**config.mk**
```make
export PLATFORM = sky130hd
export DESIGN_NAME = swt_top
export DESIGN_NICKNAME = d
export VERILOG_FILES = /design/src/inc/swt_pkg.sv /design/src/logic/swt_sync.sv /design/src/logic/swt_slow_tick.sv /design/src/logic/swt_top.sv
export SDC_FILE = /design/constraint.sdc
export NUM_CORES = 1
export LEC_CHECK = 0
export BUFFER_PORTS_ARGS = -buffer_cell sky130_fd_sc_hd__buf_2
export CORE_MARGIN = 2
export CORE_UTILIZATION = 59
export DETAILED_ROUTE_END_ITERATION = 16
export PLACE_DENSITY = 0.81
export SETUP_SLACK_MARGIN = 0.1
export SKIP_CTS_REPAIR_TIMING = 1
export SYNTH_ARGS = -nofsm -noshare
export SYNTH_HDL_FRONTEND = slang
export SYNTH_SLANG_ARGS = --single-unit
```
**constraint.sdc**
```tcl
create_clock -name clk -period 4.81 [get_ports clk]
set_input_delay 0.2405 -clock clk [delete_from_list [all_inputs] [get_ports clk]]
set_output_delay 0.2405 -clock clk [all_outputs]
set_load 0.05 [all_outputs]
```
**src/inc/swt_pkg.sv**
```systemverilog
// Constants, field layout and types shared by the sleep wake-up timer
package swt_pkg;

    // Register indexes; the APB byte address is four times the index
    localparam logic [7:0] SWT_IDX_IRQ = 8'ha1;
    localparam logic [7:0] SWT_IDX_CTRL = 8'ha2;
    localparam logic [7:0] SWT_IDX_EVT_LO = 8'ha3;
    localparam logic [7:0] SWT_IDX_EVT_HI = 8'ha4;
    localparam logic [7:0] SWT_IDX_VIEW_LO = 8'ha5;
    localparam logic [7:0] SWT_IDX_VIEW_HI = 8'ha6;
    localparam logic [7:0] SWT_IDX_AUX = 8'ha7;
    localparam int unsigned SWT_ADDR_W = 12;

    // sleep_control fields
    localparam int unsigned SWT_CTRL_RES_LSB = 0;
    localparam int unsigned SWT_CTRL_RST_BIT = 2;
    localparam int unsigned SWT_CTRL_RSV_LSB = 4;
    localparam logic [2:0] SWT_CTRL_RSV_RST = 3'h7;
    localparam logic [1:0] SWT_RES_RST = 2'h0;

    // sleep_irq_register fields
    localparam int unsigned SWT_IRQ_FLAG_BIT = 0;
    localparam int unsigned SWT_IRQ_RSV1_BIT = 1;
    localparam int unsigned SWT_IRQ_MASK_BIT = 4;
    localparam int unsigned SWT_IRQ_RSV5_BIT = 5;

    // Auxiliary register fields
    localparam int unsigned SWT_AUX_CPU_FLAG_BIT = 0;
    localparam int unsigned SWT_AUX_CPU_EN_BIT = 1;
    localparam int unsigned SWT_AUX_SLEEP_LSB = 2;
    localparam int unsigned SWT_AUX_PWR_LSB = 4;
    localparam int unsigned SWT_AUX_SRC_BIT = 6;

    // Compare value and counter
    localparam logic [7:0] SWT_EVT_LO_RST = 8'h6b;
    localparam logic [7:0] SWT_EVT_HI_RST = 8'h87;
    localparam int unsigned SWT_CNT_W = 31;
    localparam logic [30:0] SWT_CNT_RESET_VAL = 31'h0000004;

    // Slow clock timing
    localparam int unsigned SWT_CLK_HZ = 50_000_000;
    localparam int unsigned SWT_XTAL_HZ = 32_768;
    localparam int unsigned SWT_DIV_W = 11;
    localparam logic [10:0] SWT_RC_DIV_RST = 11'(SWT_CLK_HZ / SWT_XTAL_HZ);

    typedef enum logic [1:0] {
        SWT_PM_ACTIVE = 2'h0,
        SWT_PM_LIGHT0 = 2'h1,
        SWT_PM_LIGHT1 = 2'h2,
        SWT_PM_LIGHT2 = 2'h3
    } swt_pm_e;

endpackage

```
**src/logic/swt_sync.sv**
```systemverilog
// Two flip-flop synchroniser for pin inputs
`timescale 1ns/1ps
module swt_sync #(
    parameter int unsigned W = 1
) (
    // Clock and reset
    input wire logic clk,
    input wire logic resetn,
    // Data
    input wire logic [W-1:0] din,
    output logic [W-1:0] dout
);
    typedef struct packed {
        logic [W-1:0] meta;
        logic [W-1:0] sync;
    } swt_sync_s;

    swt_sync_s st_ff;
    swt_sync_s nxt_st;

    always_comb begin
        nxt_st = st_ff;
        for (int i = 0; i < int'(W); i++) begin
            nxt_st.meta[i] = din[i];
            nxt_st.sync[i] = st_ff.meta[i];
        end
    end

    always_ff @(posedge clk) begin
        if (!resetn) begin
            st_ff <= '0;
        end else begin
            st_ff <= nxt_st;
        end
    end

    assign dout = st_ff.sync;
endmodule // swt_sync

```
**src/logic/swt_slow_tick.sv**
```systemverilog
// Slow clock tick from crystal pin edges or the calibrated RC divider
`timescale 1ns/1ps
module swt_slow_tick
    import swt_pkg::*;
(
    // Clock and reset
    input wire logic clk,
    input wire logic resetn,
    // Sources
    input wire logic xtal_level,
    input wire logic src_xtal,
    // Calibration
    input wire logic [swt_pkg::SWT_DIV_W-1:0] cal_value,
    input wire logic cal_load,
    // Tick
    output logic tick
);
    import swt_pkg::*;

    typedef struct packed {
        logic prev;
        logic [SWT_DIV_W-1:0] rc_cnt;
        logic [SWT_DIV_W-1:0] rc_div;
        logic tick;
    } swt_tick_s;

    swt_tick_s st_ff;
    swt_tick_s nxt_st;

    always_comb begin
        nxt_st = st_ff;
        nxt_st.prev = xtal_level;
        nxt_st.tick = 1'b0;
        // Latest valid calibration only; otherwise held
        if (cal_load && cal_value != '0) begin
            nxt_st.rc_div = cal_value;
        end
        if (st_ff.rc_cnt >= st_ff.rc_div - 11'h001) begin
            nxt_st.rc_cnt = '0;
        end else begin
            nxt_st.rc_cnt = st_ff.rc_cnt + 11'h001;
        end
        if (src_xtal) begin
            nxt_st.tick = xtal_level && !st_ff.prev;
        end else begin
            nxt_st.tick = (st_ff.rc_cnt >= st_ff.rc_div - 11'h001);
        end
    end

    always_ff @(posedge clk) begin
        if (!resetn) begin
            st_ff.prev <= 1'b0;
            st_ff.rc_cnt <= '0;
            st_ff.rc_div <= SWT_RC_DIV_RST;
            st_ff.tick <= 1'b0;
        end else begin
            st_ff <= nxt_st;
        end
    end

    assign tick = st_ff.tick;
endmodule // swt_slow_tick

```
**src/logic/swt_top.sv**
```systemverilog
// Sleep wake-up timer with APB register access
//
// What this block does
// - Software polls the low view byte; its rate follows the resolution.
// - Writing one to the reset bit loads counter with 4 on the next slow tick; reads zero.
// - Resolution picks counter bits 15:0, 20:5, 25:10 or 30:15.
// - Changing resolution never touches the counter itself.
// - Selected 16-bit window reads as two read-only bytes, reset zero.
// - Compare value is two read/write bytes, reset 0x87 and 0x6b.
// - Event sets the pending flag in the interrupt register.
// - With mask set, the event also sets the CPU-side flag.
// - CPU flag with enable set gives an interrupt request.
// - Interrupt request is blocked while sleep mode is not 00.
// - RC divider recalibrates only with crystal on and active or PM0.
// - Event in any of the three light modes returns to active.
// - Counter is 31 bits, clocked by crystal or RC source.
// - Mask at bit 4, pending flag at bit 0, both reset zero.
`timescale 1ns/1ps
module swt_top
    import swt_pkg::*;
(
    // Clock and reset
    input wire logic clk,
    input wire logic resetn,
    // APB slave
    input wire logic psel,
    input wire logic penable,
    input wire logic pwrite,
    input wire logic [swt_pkg::SWT_ADDR_W-1:0] paddr,
    input wire logic [31:0] pwdata,
    output logic [31:0] prdata,
    output logic pready,
    output logic pslverr,
    // Slow clock pins
    input wire logic xtal_32k,
    input wire logic xosc_running,
    // Calibration result from the RC calibrator
    input wire logic [swt_pkg::SWT_DIV_W-1:0] cal_value,
    input wire logic cal_valid,
    // System outputs
    output logic irq_req,
    output logic wake,
    output logic [1:0] power_mode
);
    import swt_pkg::*;

    typedef struct packed {
        logic [SWT_CNT_W-1:0] cnt;
        logic rst_pend;
        logic [1:0] res;
        logic [2:0] ctrl_rsv;
        logic [7:0] evt_lo;
        logic [7:0] evt_hi;
        logic evt_flag;
        logic evt_mask;
        logic irq_rsv1;
        logic irq_rsv5;
        logic cpu_flag;
        logic cpu_en;
        logic [1:0] sleep_mode;
        swt_pm_e pm;
        logic src_xtal;
        logic irq_req;
        logic wake;
        logic [31:0] rdata;
    } swt_top_s;

    swt_top_s st_ff;
    swt_top_s nxt_st;

    logic [1:0] pin_sync;
    logic tick;
    logic cal_load;

    // Counter window selected by resolution
    function automatic logic [15:0] win_sel(input logic [30:0] c,
                                            input logic [1:0] r);
        logic [15:0] w;
        w = c[15:0];
        case (r)
            2'h0: w = c[15:0];
            2'h1: w = c[20:5];
            2'h2: w = c[25:10];
            2'h3: w = c[30:15];
            default: w = c[15:0];
        endcase
        return w;
    endfunction

    // Register index from byte address
    function automatic logic [7:0] reg_idx(
        input logic [SWT_ADDR_W-1:0] a);
        return a[9:2];
    endfunction

    function automatic logic is_mapped(input logic [SWT_ADDR_W-1:0] a);
        logic [7:0] i;
        i = reg_idx(a);
        return (a[1:0] == 2'h0) && (a[SWT_ADDR_W-1:10] == '0) &&
            (i >= SWT_IDX_IRQ) && (i <= SWT_IDX_AUX);
    endfunction

    swt_sync #(
        .W(2)
    ) u_sync (
        .clk(clk),
        .resetn(resetn),
        .din({xosc_running, xtal_32k}),
        .dout(pin_sync)
    );

    // Calibration only with crystal running, active or lightest mode
    assign cal_load = cal_valid && pin_sync[1] &&
        (st_ff.pm == SWT_PM_ACTIVE || st_ff.pm == SWT_PM_LIGHT0);

    swt_slow_tick u_tick (
        .clk(clk),
        .resetn(resetn),
        .xtal_level(pin_sync[0]),
        .src_xtal(st_ff.src_xtal),
        .cal_value(cal_value),
        .cal_load(cal_load),
        .tick(tick)
    );

    logic setup;
    logic wr_acc;
    logic [7:0] idx;
    logic [7:0] wb;
    logic [SWT_CNT_W-1:0] cnt_new;
    logic [15:0] win_old;
    logic [15:0] win_new;
    logic event_hit;

    assign setup = psel && !penable;
    assign wr_acc = psel && penable && pwrite && is_mapped(paddr);
    assign idx = reg_idx(paddr);
    assign wb = pwdata[7:0];

    always_comb begin
        nxt_st = st_ff;
        nxt_st.wake = 1'b0;
        cnt_new = st_ff.cnt;
        event_hit = 1'b0;

        // Counter advance on slow tick
        if (tick) begin
            if (st_ff.rst_pend) begin
                cnt_new = SWT_CNT_RESET_VAL;
            end else begin
                cnt_new = st_ff.cnt + 31'h0000001;
            end
        end
        win_old = win_sel(st_ff.cnt, st_ff.res);
        win_new = win_sel(cnt_new, st_ff.res);
        if (tick && win_new != win_old &&
            win_new == {st_ff.evt_hi, st_ff.evt_lo}) begin
            event_hit = 1'b1;
        end
        nxt_st.cnt = cnt_new;
        if (tick) begin
            nxt_st.rst_pend = 1'b0;
        end

        // Register writes
        if (wr_acc) begin
            case (idx)
                SWT_IDX_IRQ: begin
                    nxt_st.evt_mask = wb[SWT_IRQ_MASK_BIT];
                    nxt_st.irq_rsv5 = wb[SWT_IRQ_RSV5_BIT];
                    if (!wb[SWT_IRQ_RSV1_BIT]) begin
                        nxt_st.irq_rsv1 = 1'b0;
                    end
                    if (!wb[SWT_IRQ_FLAG_BIT]) begin
                        nxt_st.evt_flag = 1'b0;
                    end
                end
                SWT_IDX_CTRL: begin
                    // Resolution only changes the view
                    nxt_st.res = wb[SWT_CTRL_RES_LSB +: 2];
                    nxt_st.ctrl_rsv = wb[SWT_CTRL_RSV_LSB +: 3];
                    if (wb[SWT_CTRL_RST_BIT]) begin
                        nxt_st.rst_pend = 1'b1;
                    end
                end
                SWT_IDX_EVT_LO: nxt_st.evt_lo = wb;
                SWT_IDX_EVT_HI: nxt_st.evt_hi = wb;
                SWT_IDX_AUX: begin
                    if (!wb[SWT_AUX_CPU_FLAG_BIT]) begin
                        nxt_st.cpu_flag = 1'b0;
                    end
                    nxt_st.cpu_en = wb[SWT_AUX_CPU_EN_BIT];
                    nxt_st.sleep_mode = wb[SWT_AUX_SLEEP_LSB +: 2];
                    nxt_st.pm = swt_pm_e'(wb[SWT_AUX_PWR_LSB +: 2]);
                    nxt_st.src_xtal = wb[SWT_AUX_SRC_BIT];
                end
                default: begin
                end
            endcase
        end

        // Event effects; set wins over a same-cycle clear
        if (event_hit) begin
            nxt_st.evt_flag = 1'b1;
            if (st_ff.evt_mask) begin
                nxt_st.cpu_flag = 1'b1;
            end
            if (st_ff.pm != SWT_PM_ACTIVE) begin
                nxt_st.pm = SWT_PM_ACTIVE;
                nxt_st.wake = 1'b1;
            end
        end

        nxt_st.irq_req = nxt_st.cpu_flag && nxt_st.cpu_en &&
            (nxt_st.sleep_mode == 2'h0);

        // Read data captured in setup phase
        if (setup) begin
            nxt_st.rdata = '0;
            if (is_mapped(paddr)) begin
                case (idx)
                    SWT_IDX_IRQ: begin
                        nxt_st.rdata[SWT_IRQ_FLAG_BIT] = st_ff.evt_flag;
                        nxt_st.rdata[SWT_IRQ_RSV1_BIT] = st_ff.irq_rsv1;
                        nxt_st.rdata[SWT_IRQ_MASK_BIT] = st_ff.evt_mask;
                        nxt_st.rdata[SWT_IRQ_RSV5_BIT] = st_ff.irq_rsv5;
                    end
                    SWT_IDX_CTRL: begin
                        nxt_st.rdata[SWT_CTRL_RES_LSB +: 2] = st_ff.res;
                        nxt_st.rdata[SWT_CTRL_RSV_LSB +: 3] = st_ff.ctrl_rsv;
                    end
                    SWT_IDX_EVT_LO: nxt_st.rdata[7:0] = st_ff.evt_lo;
                    SWT_IDX_EVT_HI: nxt_st.rdata[7:0] = st_ff.evt_hi;
                    SWT_IDX_VIEW_LO: nxt_st.rdata[7:0] = win_old[7:0];
                    SWT_IDX_VIEW_HI: nxt_st.rdata[7:0] = win_old[15:8];
                    SWT_IDX_AUX: begin
                        nxt_st.rdata[SWT_AUX_CPU_FLAG_BIT] = st_ff.cpu_flag;
                        nxt_st.rdata[SWT_AUX_CPU_EN_BIT] = st_ff.cpu_en;
                        nxt_st.rdata[SWT_AUX_SLEEP_LSB +: 2] =
                            st_ff.sleep_mode;
                        nxt_st.rdata[SWT_AUX_PWR_LSB +: 2] = st_ff.pm;
                        nxt_st.rdata[SWT_AUX_SRC_BIT] = st_ff.src_xtal;
                    end
                    default: nxt_st.rdata = '0;
                endcase
            end
        end
    end

    always_ff @(posedge clk) begin
        if (!resetn) begin
            st_ff.cnt <= '0;
            st_ff.rst_pend <= 1'b0;
            st_ff.res <= SWT_RES_RST;
            st_ff.ctrl_rsv <= SWT_CTRL_RSV_RST;
            st_ff.evt_lo <= SWT_EVT_LO_RST;
            st_ff.evt_hi <= SWT_EVT_HI_RST;
            st_ff.evt_flag <= 1'b0;
            st_ff.evt_mask <= 1'b0;
            st_ff.irq_rsv1 <= 1'b0;
            st_ff.irq_rsv5 <= 1'b0;
            st_ff.cpu_flag <= 1'b0;
            st_ff.cpu_en <= 1'b0;
            st_ff.sleep_mode <= 2'h0;
            st_ff.pm <= SWT_PM_ACTIVE;
            st_ff.src_xtal <= 1'b0;
            st_ff.irq_req <= 1'b0;
            st_ff.wake <= 1'b0;
            st_ff.rdata <= '0;
        end else begin
            st_ff <= nxt_st;
        end
    end

    // One wait-free access phase; unmapped addresses report an error
    assign pready = 1'b1;
    assign pslverr = psel && penable && !is_mapped(paddr);
    assign prdata = st_ff.rdata;
    assign irq_req = st_ff.irq_req;
    assign wake = st_ff.wake;
    assign power_mode = st_ff.pm;
endmodule // swt_top

```
# Word level (Yosys, flattened, before mapping)
# Index checks and enable logic that the tools add are counted.
[totals] in_bits=63 output_inout_bits=38 ff_bits=125 wordCells=109
[op_classes] n_bitwise=1 reduce_logical=37 n_mux=28 n_addsub=3 n_lt_le_gt_ge=3 eq_ne=14
[op_table] operator="$pmux 16 s4" count=2
[op_table] operator="$mux 31" count=2
[op_table] operator="$eq 8x8->1 const B" count=7
[op_table] operator="$mux 33" count=1
[op_table] operator="$add 31x1->31 const B" count=1
[op_table] operator="$pmux 2 s7" count=2
[op_table] operator="$mux 8" count=3
[op_table] operator="$eq 16x16->1" count=1
[op_table] operator="$logic_and 1x1->1" count=16
[op_table] operator="$ne 16x16->1" count=1
[op_table] operator="$reduce_and 2->1" count=6
[op_table] operator="$add 11x1->11 const B" count=1
[op_table] operator="$ge 11x11->1" count=1
[op_table] operator="$reduce_bool 11->1" count=1
[op_table] operator="$sub 11x1->11 const B" count=1
[op_table] operator="$logic_not 2->1" count=5
[op_table] operator="$mux 1" count=10
[op_table] operator="$pmux 2 s5" count=1
[op_table] operator="$ge 8x8->1 const B" count=1
[op_table] operator="$le 8x8->1 const B" count=1
[op_table] operator="$mux 7" count=1
[op_table] operator="$mux 6" count=1
[op_table] operator="$pmux 1 s6" count=1
[op_table] operator="$reduce_bool 2->1" count=3
[op_table] operator="other kinds (11)" count=16

# Logic depth before layout (Yosys ltp)
# Gate-level depths: netlist (run 1).
[logic_depth] ltp_word=11 ltp_mapped=13 ltp_nobuf=12

# By module
# Synthesis (run 1) repeated with hierarchy kept, for this count alone.
[unflattened] cells_unflattened=840 area_unflattened_um2=7024.2
[modules_own_cells] module="swt_top" cells_each=673 area_each_um2=5575.3 n_inst=1 seq_area_each_um2=1461.4
[modules_own_cells] module="swt_slow_tick" cells_each=159 area_each_um2=1343.8 n_inst=1 seq_area_each_um2=480.5
[modules_own_cells] module="swt_sync" cells_each=8 area_each_um2=105.1 n_inst=1 seq_area_each_um2=80.1

# Least setup slack after synthesis (run 1)
# Ideal clock, no wire load.
[synth_path] path_kind="reg2reg" from="reg st_ff[68] (netlist bit)" to="reg st_ff, in the netlist power_mode[0]" stages_incl_launch_ff=12 path_buffers=0 path_slack_ns=1.047 arrival_ns=3.635 required_time_ns=4.681 period_less_slack_ns=3.763 setup_ns=0.129 path_cell_list="dfxtp_1 -> ha_1 -> nand3_2 -> nor4_1 -> xor2_1 -> a221oi_2 -> a211oi_1 -> a2111oi_4 -> nand4_1 -> or4_4 -> or4b_4 -> o2bb2ai_1"
[synth_between] elab_chain_cells=9 elab_cells_between_ends=11 classes_between="add/sub (1); eq/ne (2); mux (6); reduce/logical (2)"
[synth_lines] item="start: declaration" line="swt_top.sv:68" source="swt_top_s st_ff;"
[synth_lines] item="start signal: assignment" line="swt_top.sv:271" source="st_ff <= nxt_st;"
[synth_lines] item="$add 31x1->31" line="swt_top.sv:151" source="cnt_new = st_ff.cnt + 31'h0000001;"
[synth_lines] item="$mux 31" line="swt_top.sv:148" source="if (st_ff.rst_pend) begin"
[synth_lines] item="$mux 31" line="swt_top.sv:147" source="if (tick) begin"
[synth_lines] item="$pmux 16 s4" line="swt_top.sv:80" source="case (r)"
[synth_lines] item="$ne 16x16->1" line="swt_top.sv:156" source="if (tick && win_new != win_old &&"
[synth_lines] item="$logic_and 1x1->1" line="swt_top.sv:156"
[synth_lines] item="$logic_and 1x1->1 *" line="swt_top.sv:156"
[synth_lines] item="$mux 1 *" line="swt_top.sv:156"
[synth_lines] item="$mux 2 *" line="swt_top.sv:203" source="if (event_hit) begin"
# Mark *: on every way between the ends. The rest lies on a longest branch, timed or not.
# A chain may end at the register's enable or synchronous reset.

# Final worst setup path (run 1)
# Ends and elaborated chain as after synthesis.

==> results of run 1 <==
==> through the flow <==
step                hold slack [ns]  setup slack [ns]  std cells  total power, uW
floorplan                     0.366              1.05        976              977
global route                 0.0774             0.348       1127             1760
detailed placement            0.423             0.595       1111              994
CTS                          0.0739             0.578       1127             1710
finish                       0.0825             0.459       1128             1700
global placement              0.413             0.681       1111              992
==> placed cells by master (no fill, tap or decap), types with 18 or more instances in the layout <==
cell	n
a21oi_1	33
and3_1	19
buf_2	51
conb_1	25
dfxtp_1	99
inv_1	18
mux2i_1	41
nand2_1	89
nand3_1	42
nor2_1	99
nor3_1	30
nor4_1	21
o21ai_0	34
xnor2_1	27
xor2_1	21
==> kinds of logic (layout without fill, tap and decap cells) <==
| family | count (synthesis) | in the layout | synth area share [%] |
|---|---|---|---|
| DFF | 101 | 101 | 26.4 |
| buffers and inverters | 122 | 101 | 8.08 |
| and+or+nand+nor | 407 | 407 | 28.4 |
| xor gates and xnor gates | 48 | 48 | 5.48 |
| muxes | 60 | 60 | 9.91 |
| other | 2 | 26 | 0.0980 |
| adders and majority gates | 14 | 14 | 2.29 |
| AOI/OAI and AO/OA | 199 | 199 | 19.4 |
==> registers in the layout, indices dropped and copies added, names as in the netlist <==
| signal | flops |
|---|---|
| u_tick.st_ff | 23 |
| u_sync.nxt_st | 2 |
| power_mode | 2 |
| irq_req | 1 |
| st_ff | 61 |
| u_tick.tick | 1 |
| u_sync.dout | 2 |
| wake | 1 |
| prdata | 8 |
==> power groups by stage <==
stage	Sequential [uW]	Combinational [uW]	Clock, uW
3_5_place_dp	868	127	0
6_report	848	128	723
4_1_cts	848	128	735
3_3_place_gp	867	125	0
5_1_grt	849	138	769
2_1_floorplan	865	111	0
==> per-layer routing <==
| layer | routed length (um) | track usage, % | share of wire, % | up-vias |
|---|---|---|---|---|
| met5 | 0 | 0 | 0 | - |
| met3 | 2660 | 7.17 | 11 | 80 |
| met4 | 1030 | 15.5 | 4.4 | 0 |
| li1 | - | - | - | 3462 |
| met1 | 9600 | 45.1 | 41 | 3525 |
| met2 | 10200 | 51.1 | 43 | 486 |
==> path summary, 6_finish.rpt <==
check                                            startpoint                     endpoint  depth (start not counted)
worst max-delay path                   st_ff[68]$_SDFF_PN0_     power_mode[0]$_SDFF_PN0_                         11
worst min register to register  u_sync.nxt_st[0]$_SDFF_PN0_    u_sync.dout[0]$_SDFF_PN0_                          1
worst min-delay path                           xosc_running  u_sync.nxt_st[1]$_SDFF_PN0_                          2
worst max register to register         st_ff[68]$_SDFF_PN0_     power_mode[0]$_SDFF_PN0_                         11
==> worst max-delay path: cells and delay by family, from the launching register on <==
kind                       cells  cell delay, ns
DFF                            1            0.50
AOI/OAI and AO/OA              2            0.74
muxes                          1            0.14
adders and majority gates      1            0.31
and+or+nand+nor                6            2.32
xor gates and xnor gates       1            0.22
==> final cells by class <==
type | instances | area, sq um | area share [%]
Antenna cell | 1 | 2.50 | 0.0309
Clock buffer | 9 | 225 | 2.79
Inverter | 19 | 71.3 | 0.882
Multi-Input combinational cell | 753 | 5110 | 63.2
Clock inverter | 7 | 70.1 | 0.866
Sequential cell | 101 | 2020 | 25.0
Tap cell | 172 | 215 | 2.66
Timing Repair Buffer | 66 | 368 | 4.55
==> results by group, run 1 <==
Clocking
  • Level count of the clock H-tree: 3
  • Sinks on Clock Net: 101
  • CTS Root Buffer Type: clkbuf_16
  • CTS tree: yes
  • Clk slew on worst S/H paths: 0.07 ns
  • Later-pin clock latency in the skew report: 0.36 ns
  • Cts bufs inserted: 9
  • Deepest clock path buffer count: 2

Logic synthesis
  • Number of distinct standard cells referenced by the synthesized netlist: 92
  • Yosys warnings: 0
  • Share of the synthesized area in the top cell type: 26.4%
  • Sequential-to-total area share from yosys stat: 26.4%
  • Share of synthesized flip-flops with an asynchronous set or reset: 0%
  • Flip-flop and latch count after synthesis: 101
  • Number of enable flip-flop cells after synthesis: 0
  • Synth cell count leaders: dfxtp_1, nor2_1, nand2_1
  • Top cells by area in the synthesized netlist: dfxtp_1, mux2i_1, nor2_1, nand2_1, buf_4
  • Predominant post-synthesis flop cell: dfxtp_1
  • Total standard cell area after synthesis: 0.00766 sq mm
  • Biggest area consumer among synthesized cells: dfxtp_1
  • Avg Cell Area, Syn: 8.04 sq um
  • Most frequent cell after synthesis: dfxtp_1
  • Post-Synthesis Cells: 953

Die
  • Core box area: 0.0127 sq mm
  • Die Y-Extent: 118 um
  • Boundary pin count: 101
  • Die ar.: 0.0139 sq mm
  • Starting density of the core: 60.5%
  • Horizontal die dimension: 118 um
  • Std-Cell Rows: 41

Worst setup path
  • CP Capture Type: flop
  • Data required time at the worst endpoint: 5.04 ns
  • Critical path peak fanout: 10
  • Classification of the worst setup path: reg2reg
  • Highest cell delay on the worst timing path: 0.59 ns
  • Worst-path cell chain: ha_1, nand3_2, nor4_2, nor3b_1, mux2i_1, o32ai_1, xnor2_1, nand4_1, or4_4, or4b_4, o2bb2ai_1
  • Sort of element at the start of the critical path: flop
  • Slowest-stage cell, CP: o32ai_1
  • Setup slack of the worst register-to-register path: 0.46 ns
  • CP arrival: 4.59 ns

Detailed routing
  • Detailed Route Iter0 Violations: 1016
  • Total wirelength of the detailed-routed design: 23.4 mm
  • DR WL/cell: 20.8 um
  • # DRC: 0
  • Detail Route Antenna Nets: 0
  • Total number of vias: 7553
  • Iteration count of the initial detailed-routing pass: 6
  • Average via count per standard cell: 6.70

Pwr
  • Pint: 1240 uW
  • Clock power share: 42.5%
  • Portion of total power attributed to combinational logic: 7.6%
  • Peak VDD IR: 182 uV
  • Cell Pwr Density: 210 mW/mm^2
  • Standby leakage power: 0.00312 uW
  • Part of the power in registers: 49.9%
  • Total net switching power: 460 uW
  • Fraction of power spent switching nets: 27.1%

Layout
  • Area growth, synth to finish: 5.50%
  • Cell area after layout: 0.00809 sq mm
  • Fill count: 1141
  • Net total in the final layout: 1027
  • Utilization after layout: 63.8%
  • Fraction of final layout cells sized beyond drive strength 1: 14.8%

Place
  • Detailed Place HPWL: 17.3 mm
  • GP Congestion: 1.03
  • Cell area after placement: 0.00779 sq mm
  • Total of buffers placed on input and output ports: 51

Flow run
  • Max-capacitance violation count: 0

Global routing
  • GRT Total Usage: 33.5%
  • Initial antenna violation count: 1
  • Number of global-route vias before repair: 6935
  • Maximum number of pins on one net before global-route repair: 46
  • Total grt overflow: 0
  • Global-route wire length before repair: 37.3 mm

Outcome
  • Run status: complete, no violations

Timing
  • Top achievable clock speed: 230 MHz
  • Unrepaired setup endpoints after global routing: no
  • Fin crit share: 90.5%
  • Setup TNS: 0 ns
  • Final setup violation count: 0
  • Post-layout minimum cycle time: 4.35 ns
  • Relative max-transition margin: 25.7%
  • Transition time at the pin with the least slew margin: 1.09 ns
  • Slew Limit Fails: 0
  • Worst clock skew on the final layout: 0.00489 ns
  • Endpoints failing hold: 0

Worst hold path
  • Min-Delay Path Class: in2reg
Note: power is estimated with default switching activity, not from simulation.
==> inputs of run 2 (changes only) <==
--- a/config.mk
+++ b/config.mk
@@ -7,9 +7,8 @@
 export LEC_CHECK = 0
 export BUFFER_PORTS_ARGS = -buffer_cell sky130_fd_sc_hd__buf_2
 export CORE_MARGIN = 2
-export CORE_UTILIZATION = 59
+export CORE_UTILIZATION = 45
 export DETAILED_ROUTE_END_ITERATION = 16
-export PLACE_DENSITY = 0.81
 export SETUP_SLACK_MARGIN = 0.1
 export SKIP_CTS_REPAIR_TIMING = 1
 export SYNTH_ARGS = -nofsm -noshare
==> run 2 against run 1 <==
Net effect: setup slack improved by 0.092 ns; cell count rose by 4.3%; core utilization fell by 15 points; maximum frequency rose by 2.2%; non-clock buffer count rose by 2; combinational power barely moved; highest routed layer unchanged.
==> results by group, run 2 (synthesized netlist as in run 1, its figures left out) <==
Outcome
  • Run status: complete, no violations

Timing
  • Final setup violation count: 0 (unchanged)
  • Slew Limit Fails: 0 (unchanged)
  • Post-layout minimum cycle time: 4.26 ns (-0.0924 ns)
  • Endpoints failing hold: 0 (unchanged)
  • Fin crit share: 88.5% (-1.9 points)
  • Worst clock skew on the final layout: 0.00750 ns (+0.00261 ns)
  • Transition time at the pin with the least slew margin: 1.05 ns (-0.0394 ns)
  • Unrepaired setup endpoints after global routing: no
  • Relative max-transition margin: 29.9% (+4.2 points)
  • Top achievable clock speed: 235 MHz (+2.2%)
  • Setup TNS: 0 ns (unchanged)

Clocking
  • CTS tree: yes
  • Later-pin clock latency in the skew report: 0.37 ns (about the same)
  • Clk slew on worst S/H paths: 0.08 ns (about the same)
  • Deepest clock path buffer count: 2 (unchanged)
  • Sinks on Clock Net: 101 (unchanged)
  • Cts bufs inserted: 9 (unchanged)
  • CTS Root Buffer Type: clkbuf_16
  • Level count of the clock H-tree: 3 (unchanged)

Worst setup path
  • Setup slack of the worst register-to-register path: 0.55 ns (+0.09 ns)
  • CP arrival: 4.50 ns (-0.09 ns)
  • CP Capture Type: flop
  • FF-to-FF End: power_mode[1]$_SDFF_PN0_
  • Data required time at the worst endpoint: 5.05 ns (about the same)
  • Worst Reg2Reg Path Length in Cells: 11 (unchanged)
  • R2r startpoint: st_ff[68]$_SDFF_PN0_
  • Start point of the critical path: st_ff[68]$_SDFF_PN0_
  • Sort of element at the start of the critical path: flop
  • Critical path peak fanout: 10 (unchanged)
  • Classification of the worst setup path: reg2reg

Place
  • Total of buffers placed on input and output ports: 51 (unchanged)
  • Detailed Place HPWL: 18.2 mm (+5.4%)
  • GP Congestion: 0.976 (-5.1%)
  • Number of placed instances with taps included: 1161 (+4.5%)

Detailed routing
  • Detail Route Antenna Nets: 0 (unchanged)
  • DR WL/cell: 21.1 um (+1.7%)
  • # DRC: 0 (unchanged)
  • Total number of vias: 7514 (-0.52%)
  • Iteration count of the initial detailed-routing pass: 6 (unchanged)
  • Detailed Route Iter0 Violations: 915 (-9.9%)
  • Average via count per standard cell: 6.38 (-4.7%)
  • Total wirelength of the detailed-routed design: 24.9 mm (+6.1%)

Layout
  • Number of antenna repair diodes: 0 (-1)
  • Top reg by flops: st_ff
  • Fraction of final layout cells sized beyond drive strength 1: 14.9% (+0.18 points)
  • Net total in the final layout: 1029 (+0.19%)
  • Final std cells w/o fill: 1177 (+4.3%)
  • Area growth, synth to finish: 6.43%
  • Flip-flop count of the largest register after layout: 61 (unchanged)
  • Fill count: 1658 (+45%)
  • Most frequent cells in the layout: nor2_1, dfxtp_1, nand2_1

Worst hold path
  • Hold EP: u_sync.nxt_st[0]$_SDFF_PN0_
  • Start point of the worst hold path: xtal_32k
  • Min-Delay Path Class: in2reg
  • Worst hold path stage count: 2 (unchanged)

Pwr
  • Standby leakage power: 0.00314 uW (+0.61%)
  • Total power: 1720 uW (+1.3%)
  • Peak VDD IR: 169 uV (-7.2%)
  • Cell Pwr Density: 211 mW/mm^2 (+0.43%)

Die
  • Horizontal die dimension: 135 um (+14%)
  • Die ar.: 0.0181 sq mm (+30%)
  • Die Y-Extent: 135 um (+14%)
  • Boundary pin count: 101 (unchanged)
  • Starting density of the core: 46.1% (-14 points)
  • Std-Cell Rows: 47 (+15%)
  • Core box area: 0.0166 sq mm (+31%)

Global routing
  • Total grt overflow: 0 (unchanged)
  • Number of global-route vias before repair: 6794 (-2.0%)
  • Maximum number of pins on one net before global-route repair: 46 (unchanged)
  • Initial antenna violation count: 0 (-1)
  • GRT Total Usage: 27.5% (-6.0 points)
  • Global-route wire length before repair: 38.8 mm (+4.0%)

Flow run
  • Max-capacitance violation count: 0 (unchanged)
## run 2: cell count changes in the layout (fill, tap and decap cells not counted)
cell	before	now
buf_4	15	17
clkinvlp_4	3	1
clkinv_2	0	1
diode_2	1	0
inv_6	0	1
## run 2: critical path, cell delays in order, from the launching register on
cell       delay (ns)
dfxtp_1          0.50
ha_1             0.31
nand3_2          0.27
nor4_2           0.38
nor3b_1          0.46
mux2i_1          0.15
o32ai_1          0.45
xnor2_1          0.19
nand4_1          0.13
or4_4            0.50
nor4b_1          0.63
o2bb2ai_1        0.14
## run 2: layout make-up
| class | count | area [sq um] | share of cell area (%) |
|---|---|---|---|
| Multi-Input combinational cell | 753 | 5110 | 62.6 |
| Timing Repair Buffer | 68 | 383 | 4.69 |
| Inverter | 19 | 71.3 | 0.874 |
| Sequential cell | 101 | 2020 | 24.8 |
| Tap cell | 220 | 275 | 3.37 |
| Clock buffer | 9 | 225 | 2.76 |
| Clock inverter | 7 | 68.8 | 0.844 |
## run 2: worst max path at each step
stage / endpoint / cells past startpoint / slack [ns]
floorplan: power_mode[0]$_SDFF_PN0_ / 11 / 1.05
global placement: power_mode[0]$_SDFF_PN0_ / 10 / 0.68
detailed placement: power_mode[1]$_SDFF_PN0_ / 10 / 0.64
global route: power_mode[1]$_SDFF_PN0_ / 11 / 0.31
finish: power_mode[1]$_SDFF_PN0_ / 11 / 0.55
CTS: power_mode[1]$_SDFF_PN0_ / 10 / 0.62
## run 2: per-stage QoR
stage / hold WS, ns / cell area (sq um) / util (%) / worst slack (ns)
detailed placement: 0.424 / 7860 / 47.3 / 0.644
CTS: 0.0736 / 8160 / 49.0 / 0.624
global placement: 0.416 / 7860 / 47.3 / 0.677
global route: 0.0783 / 8160 / 49.0 / 0.314
finish: 0.0750 / 8160 / 49.0 / 0.551
floorplan: 0.366 / 7750 / - / 1.05
## run 2: where the power goes
part | internal (uW) | switching (uW)
Combinational | 33.6 | 95.2
Clock | 365 | 379
Sequential | 841 | 6.61
## run 2: per-layer routing
layer | GRT usage [%] | up-vias | routed length, um
li1 | - | 3466 | -
met5 | 0 | - | 0
met2 | 41.8 | 403 | 11000
met3 | 6.46 | 88 | 2140
met4 | 10.2 | 0 | 1020
met1 | 38.0 | 3557 | 10700
==> inputs of run 3 (changes only) <==
==> constraint.sdc (replaced) <==
create_clock -name clk -period 5.3 [get_ports clk]
set_input_delay 0.265 -clock clk [delete_from_list [all_inputs] [get_ports clk]]
set_output_delay 0.265 -clock clk [all_outputs]
set_load 0.05 [all_outputs]
==> run 3 against run 2 <==
Net effect: via count shrank 2.8%; hold slack improved by 0.032 ns; global-route usage fell by 1.0 points; cell area down 0.51%; power is 7.4% lower; cell count shrank 0.59%; core utilization shrank 0.25 points; maximum frequency shrank 4.9%; first-iteration DRC count shrank 14%; critical endpoint is now power_mode[0]$_SDFF_PN0_; largest cell class unchanged.
==> results by group, run 3 (synthesized netlist as in run 1, its figures left out) <==
Layout
  • Register area: 0.00202 sq mm (unchanged)
  • Multi-input combinational cell area: 0.00511 sq mm (unchanged)
  • Fraction of final layout cells sized beyond drive strength 1: 14.2% (-0.73 points)
  • Final std cells w/o fill: 1170 (-0.59%)
  • Top reg by flops: st_ff
  • Fill count: 1672 (+0.84%)
  • Flip-flop count of the largest register after layout: 61 (unchanged)
  • Most frequent cells in the layout: nor2_1, dfxtp_1, nand2_1
  • Area growth, synth to finish: 5.89%
  • Number of antenna repair diodes: 0 (unchanged)
  • Net total in the final layout: 1022 (-0.68%)

Clocking
  • Clk slew on worst S/H paths: 0.07 ns (about the same)
  • Sinks on Clock Net: 101 (unchanged)
  • Level count of the clock H-tree: 3 (unchanged)
  • CTS tree: yes
  • Cts bufs inserted: 9 (unchanged)
  • Later-pin clock latency in the skew report: 0.36 ns (about the same)
  • CTS Root Buffer Type: clkbuf_16
  • Deepest clock path buffer count: 2 (unchanged)

Timing
  • Fin crit share: 84.5% (-4.0 points)
  • Relative max-transition margin: 25.6% (-4.2 points)
  • Endpoints failing hold: 0 (unchanged)
  • Unrepaired setup endpoints after global routing: no
  • Setup TNS: 0 ns (unchanged)
  • Top achievable clock speed: 223 MHz (-4.9%)
  • Worst clock skew on the final layout: 0.00605 ns (-0.00145 ns)
  • Transition time at the pin with the least slew margin: 1.09 ns (+0.0395 ns)
  • Post-layout minimum cycle time: 4.48 ns (+0.221 ns)
  • Slew Limit Fails: 0 (unchanged)
  • Final setup violation count: 0 (unchanged)

Global routing
  • GRT Total Usage: 26.5% (-1.0 points)
  • Maximum number of pins on one net before global-route repair: 41 (-11%)
  • Number of global-route vias before repair: 6602 (-2.8%)
  • Total grt overflow: 0 (unchanged)
  • Global-route wire length before repair: 37.4 mm (-3.8%)
  • Initial antenna violation count: 0 (unchanged)

Place
  • GP Congestion: 0.998 (+2.2%)
  • Total of buffers placed on input and output ports: 51 (unchanged)
  • Number of placed instances with taps included: 1154 (-0.60%)
  • Detailed Place HPWL: 17.6 mm (-3.4%)

Die
  • Starting density of the core: 46.1% (unchanged)
  • Die ar.: 0.0181 sq mm (unchanged)
  • Boundary pin count: 101 (unchanged)
  • Core box area: 0.0166 sq mm (unchanged)
  • Die Y-Extent: 135 um (unchanged)
  • Horizontal die dimension: 135 um (unchanged)
  • Std-Cell Rows: 47 (unchanged)

Detailed routing
  • Detail Route Antenna Nets: 0 (unchanged)
  • Total wirelength of the detailed-routed design: 24.1 mm (-3.3%)
  • Total number of vias: 7303 (-2.8%)
  • # DRC: 0 (unchanged)
  • DR WL/cell: 20.6 um (-2.7%)
  • Iteration count of the initial detailed-routing pass: 5 (-1)
  • Average via count per standard cell: 6.24 (-2.2%)
  • Detailed Route Iter0 Violations: 790 (-14%)

Outcome
  • Run status: complete, no violations

Worst setup path
  • Setup slack of the worst register-to-register path: 0.82 ns (+0.27 ns)
  • Sort of element at the start of the critical path: flop
  • Cell family with the largest share of critical-path delay: simple AND/OR/NAND/NOR gates
  • Slowest-stage cell, CP: nor4_1
  • Worst-path cell chain: ha_1, nand3_2, buf_4, nor4_1, xor2_1, a221oi_2, a211oi_1, a2111oi_4, nand4_1, or4_4, or4b_4, o2bb2ai_1
  • Critical path peak fanout: 10 (unchanged)
  • Worst Path Buf+Inv: 1 (+1)
  • Highest cell delay on the worst timing path: 0.64 ns (about the same)
  • Data required time at the worst endpoint: 5.54 ns (+0.49 ns)
  • CP Capture Type: flop
  • CP arrival: 4.72 ns (+0.22 ns)
  • Classification of the worst setup path: reg2reg

Pwr
  • Peak VDD IR: 179 uV (+5.8%)
  • Standby leakage power: 0.00312 uW (-0.84%)
  • Cell Pwr Density: 196 mW/mm^2 (-6.9%)

Flow run
  • Max-capacitance violation count: 0 (unchanged)

Worst hold path
  • Min-Delay Path Class: in2reg
run 3: area by class of cell:
cell class              count  area share, %
multi-input cells         753           63.0
flip-flops and latches    101           24.9
repair buffers             61           4.07
well taps                 220           3.39
clock buffers              10           2.82
clock inverters             6          0.940
inverters                  19          0.879
run 3: per-layer routing:
metal / vias to the layer above / GRT usage [%] / part of all wire (%)
met5: - / 0 / 0
met4: 0 / 9.42 / 3.4
met3: 63 / 4.05 / 7.4
met2: 337 / 40.8 / 45
met1: 3458 / 37.6 / 45
li1: 3445 / - / -
run 3: path summary, 6_finish.rpt:
check | start | endpoint | cells past startpoint
max reg2reg | st_ff[68]$_SDFF_PN0_ | power_mode[0]$_SDFF_PN0_ | 12
max | st_ff[68]$_SDFF_PN0_ | power_mode[0]$_SDFF_PN0_ | 12
min | xosc_running | u_sync.nxt_st[1]$_SDFF_PN0_ | 2
min reg2reg | u_sync.nxt_st[1]$_SDFF_PN0_ | u_sync.dout[1]$_SDFF_PN0_ | 1
run 3: report_power, final:
| group | switching, uW | internal (uW) | total [uW] |
|---|---|---|---|
| Clock | 331 | 376 | 707 |
| Combinational | 86.7 | 31.0 | 118 |
| Sequential | 5.91 | 763 | 769 |
run 3: through the flow:
stage / util (%) / setup slack, ns / total power, uW / cell area (sq um) / hold WS (ns)
2_1_floorplan: - / 1.54 / 886 / 7750 / 0.390
5_1_grt: 48.8 / 0.677 / 1640 / 8120 / 0.108
3_3_place_gp: 46.9 / 0.938 / 905 / 7810 / 0.415
4_1_cts: 48.8 / 0.870 / 1610 / 8120 / 0.103
3_5_place_dp: 46.9 / 0.905 / 906 / 7810 / 0.423
6_report: 48.8 / 0.820 / 1590 / 8120 / 0.107
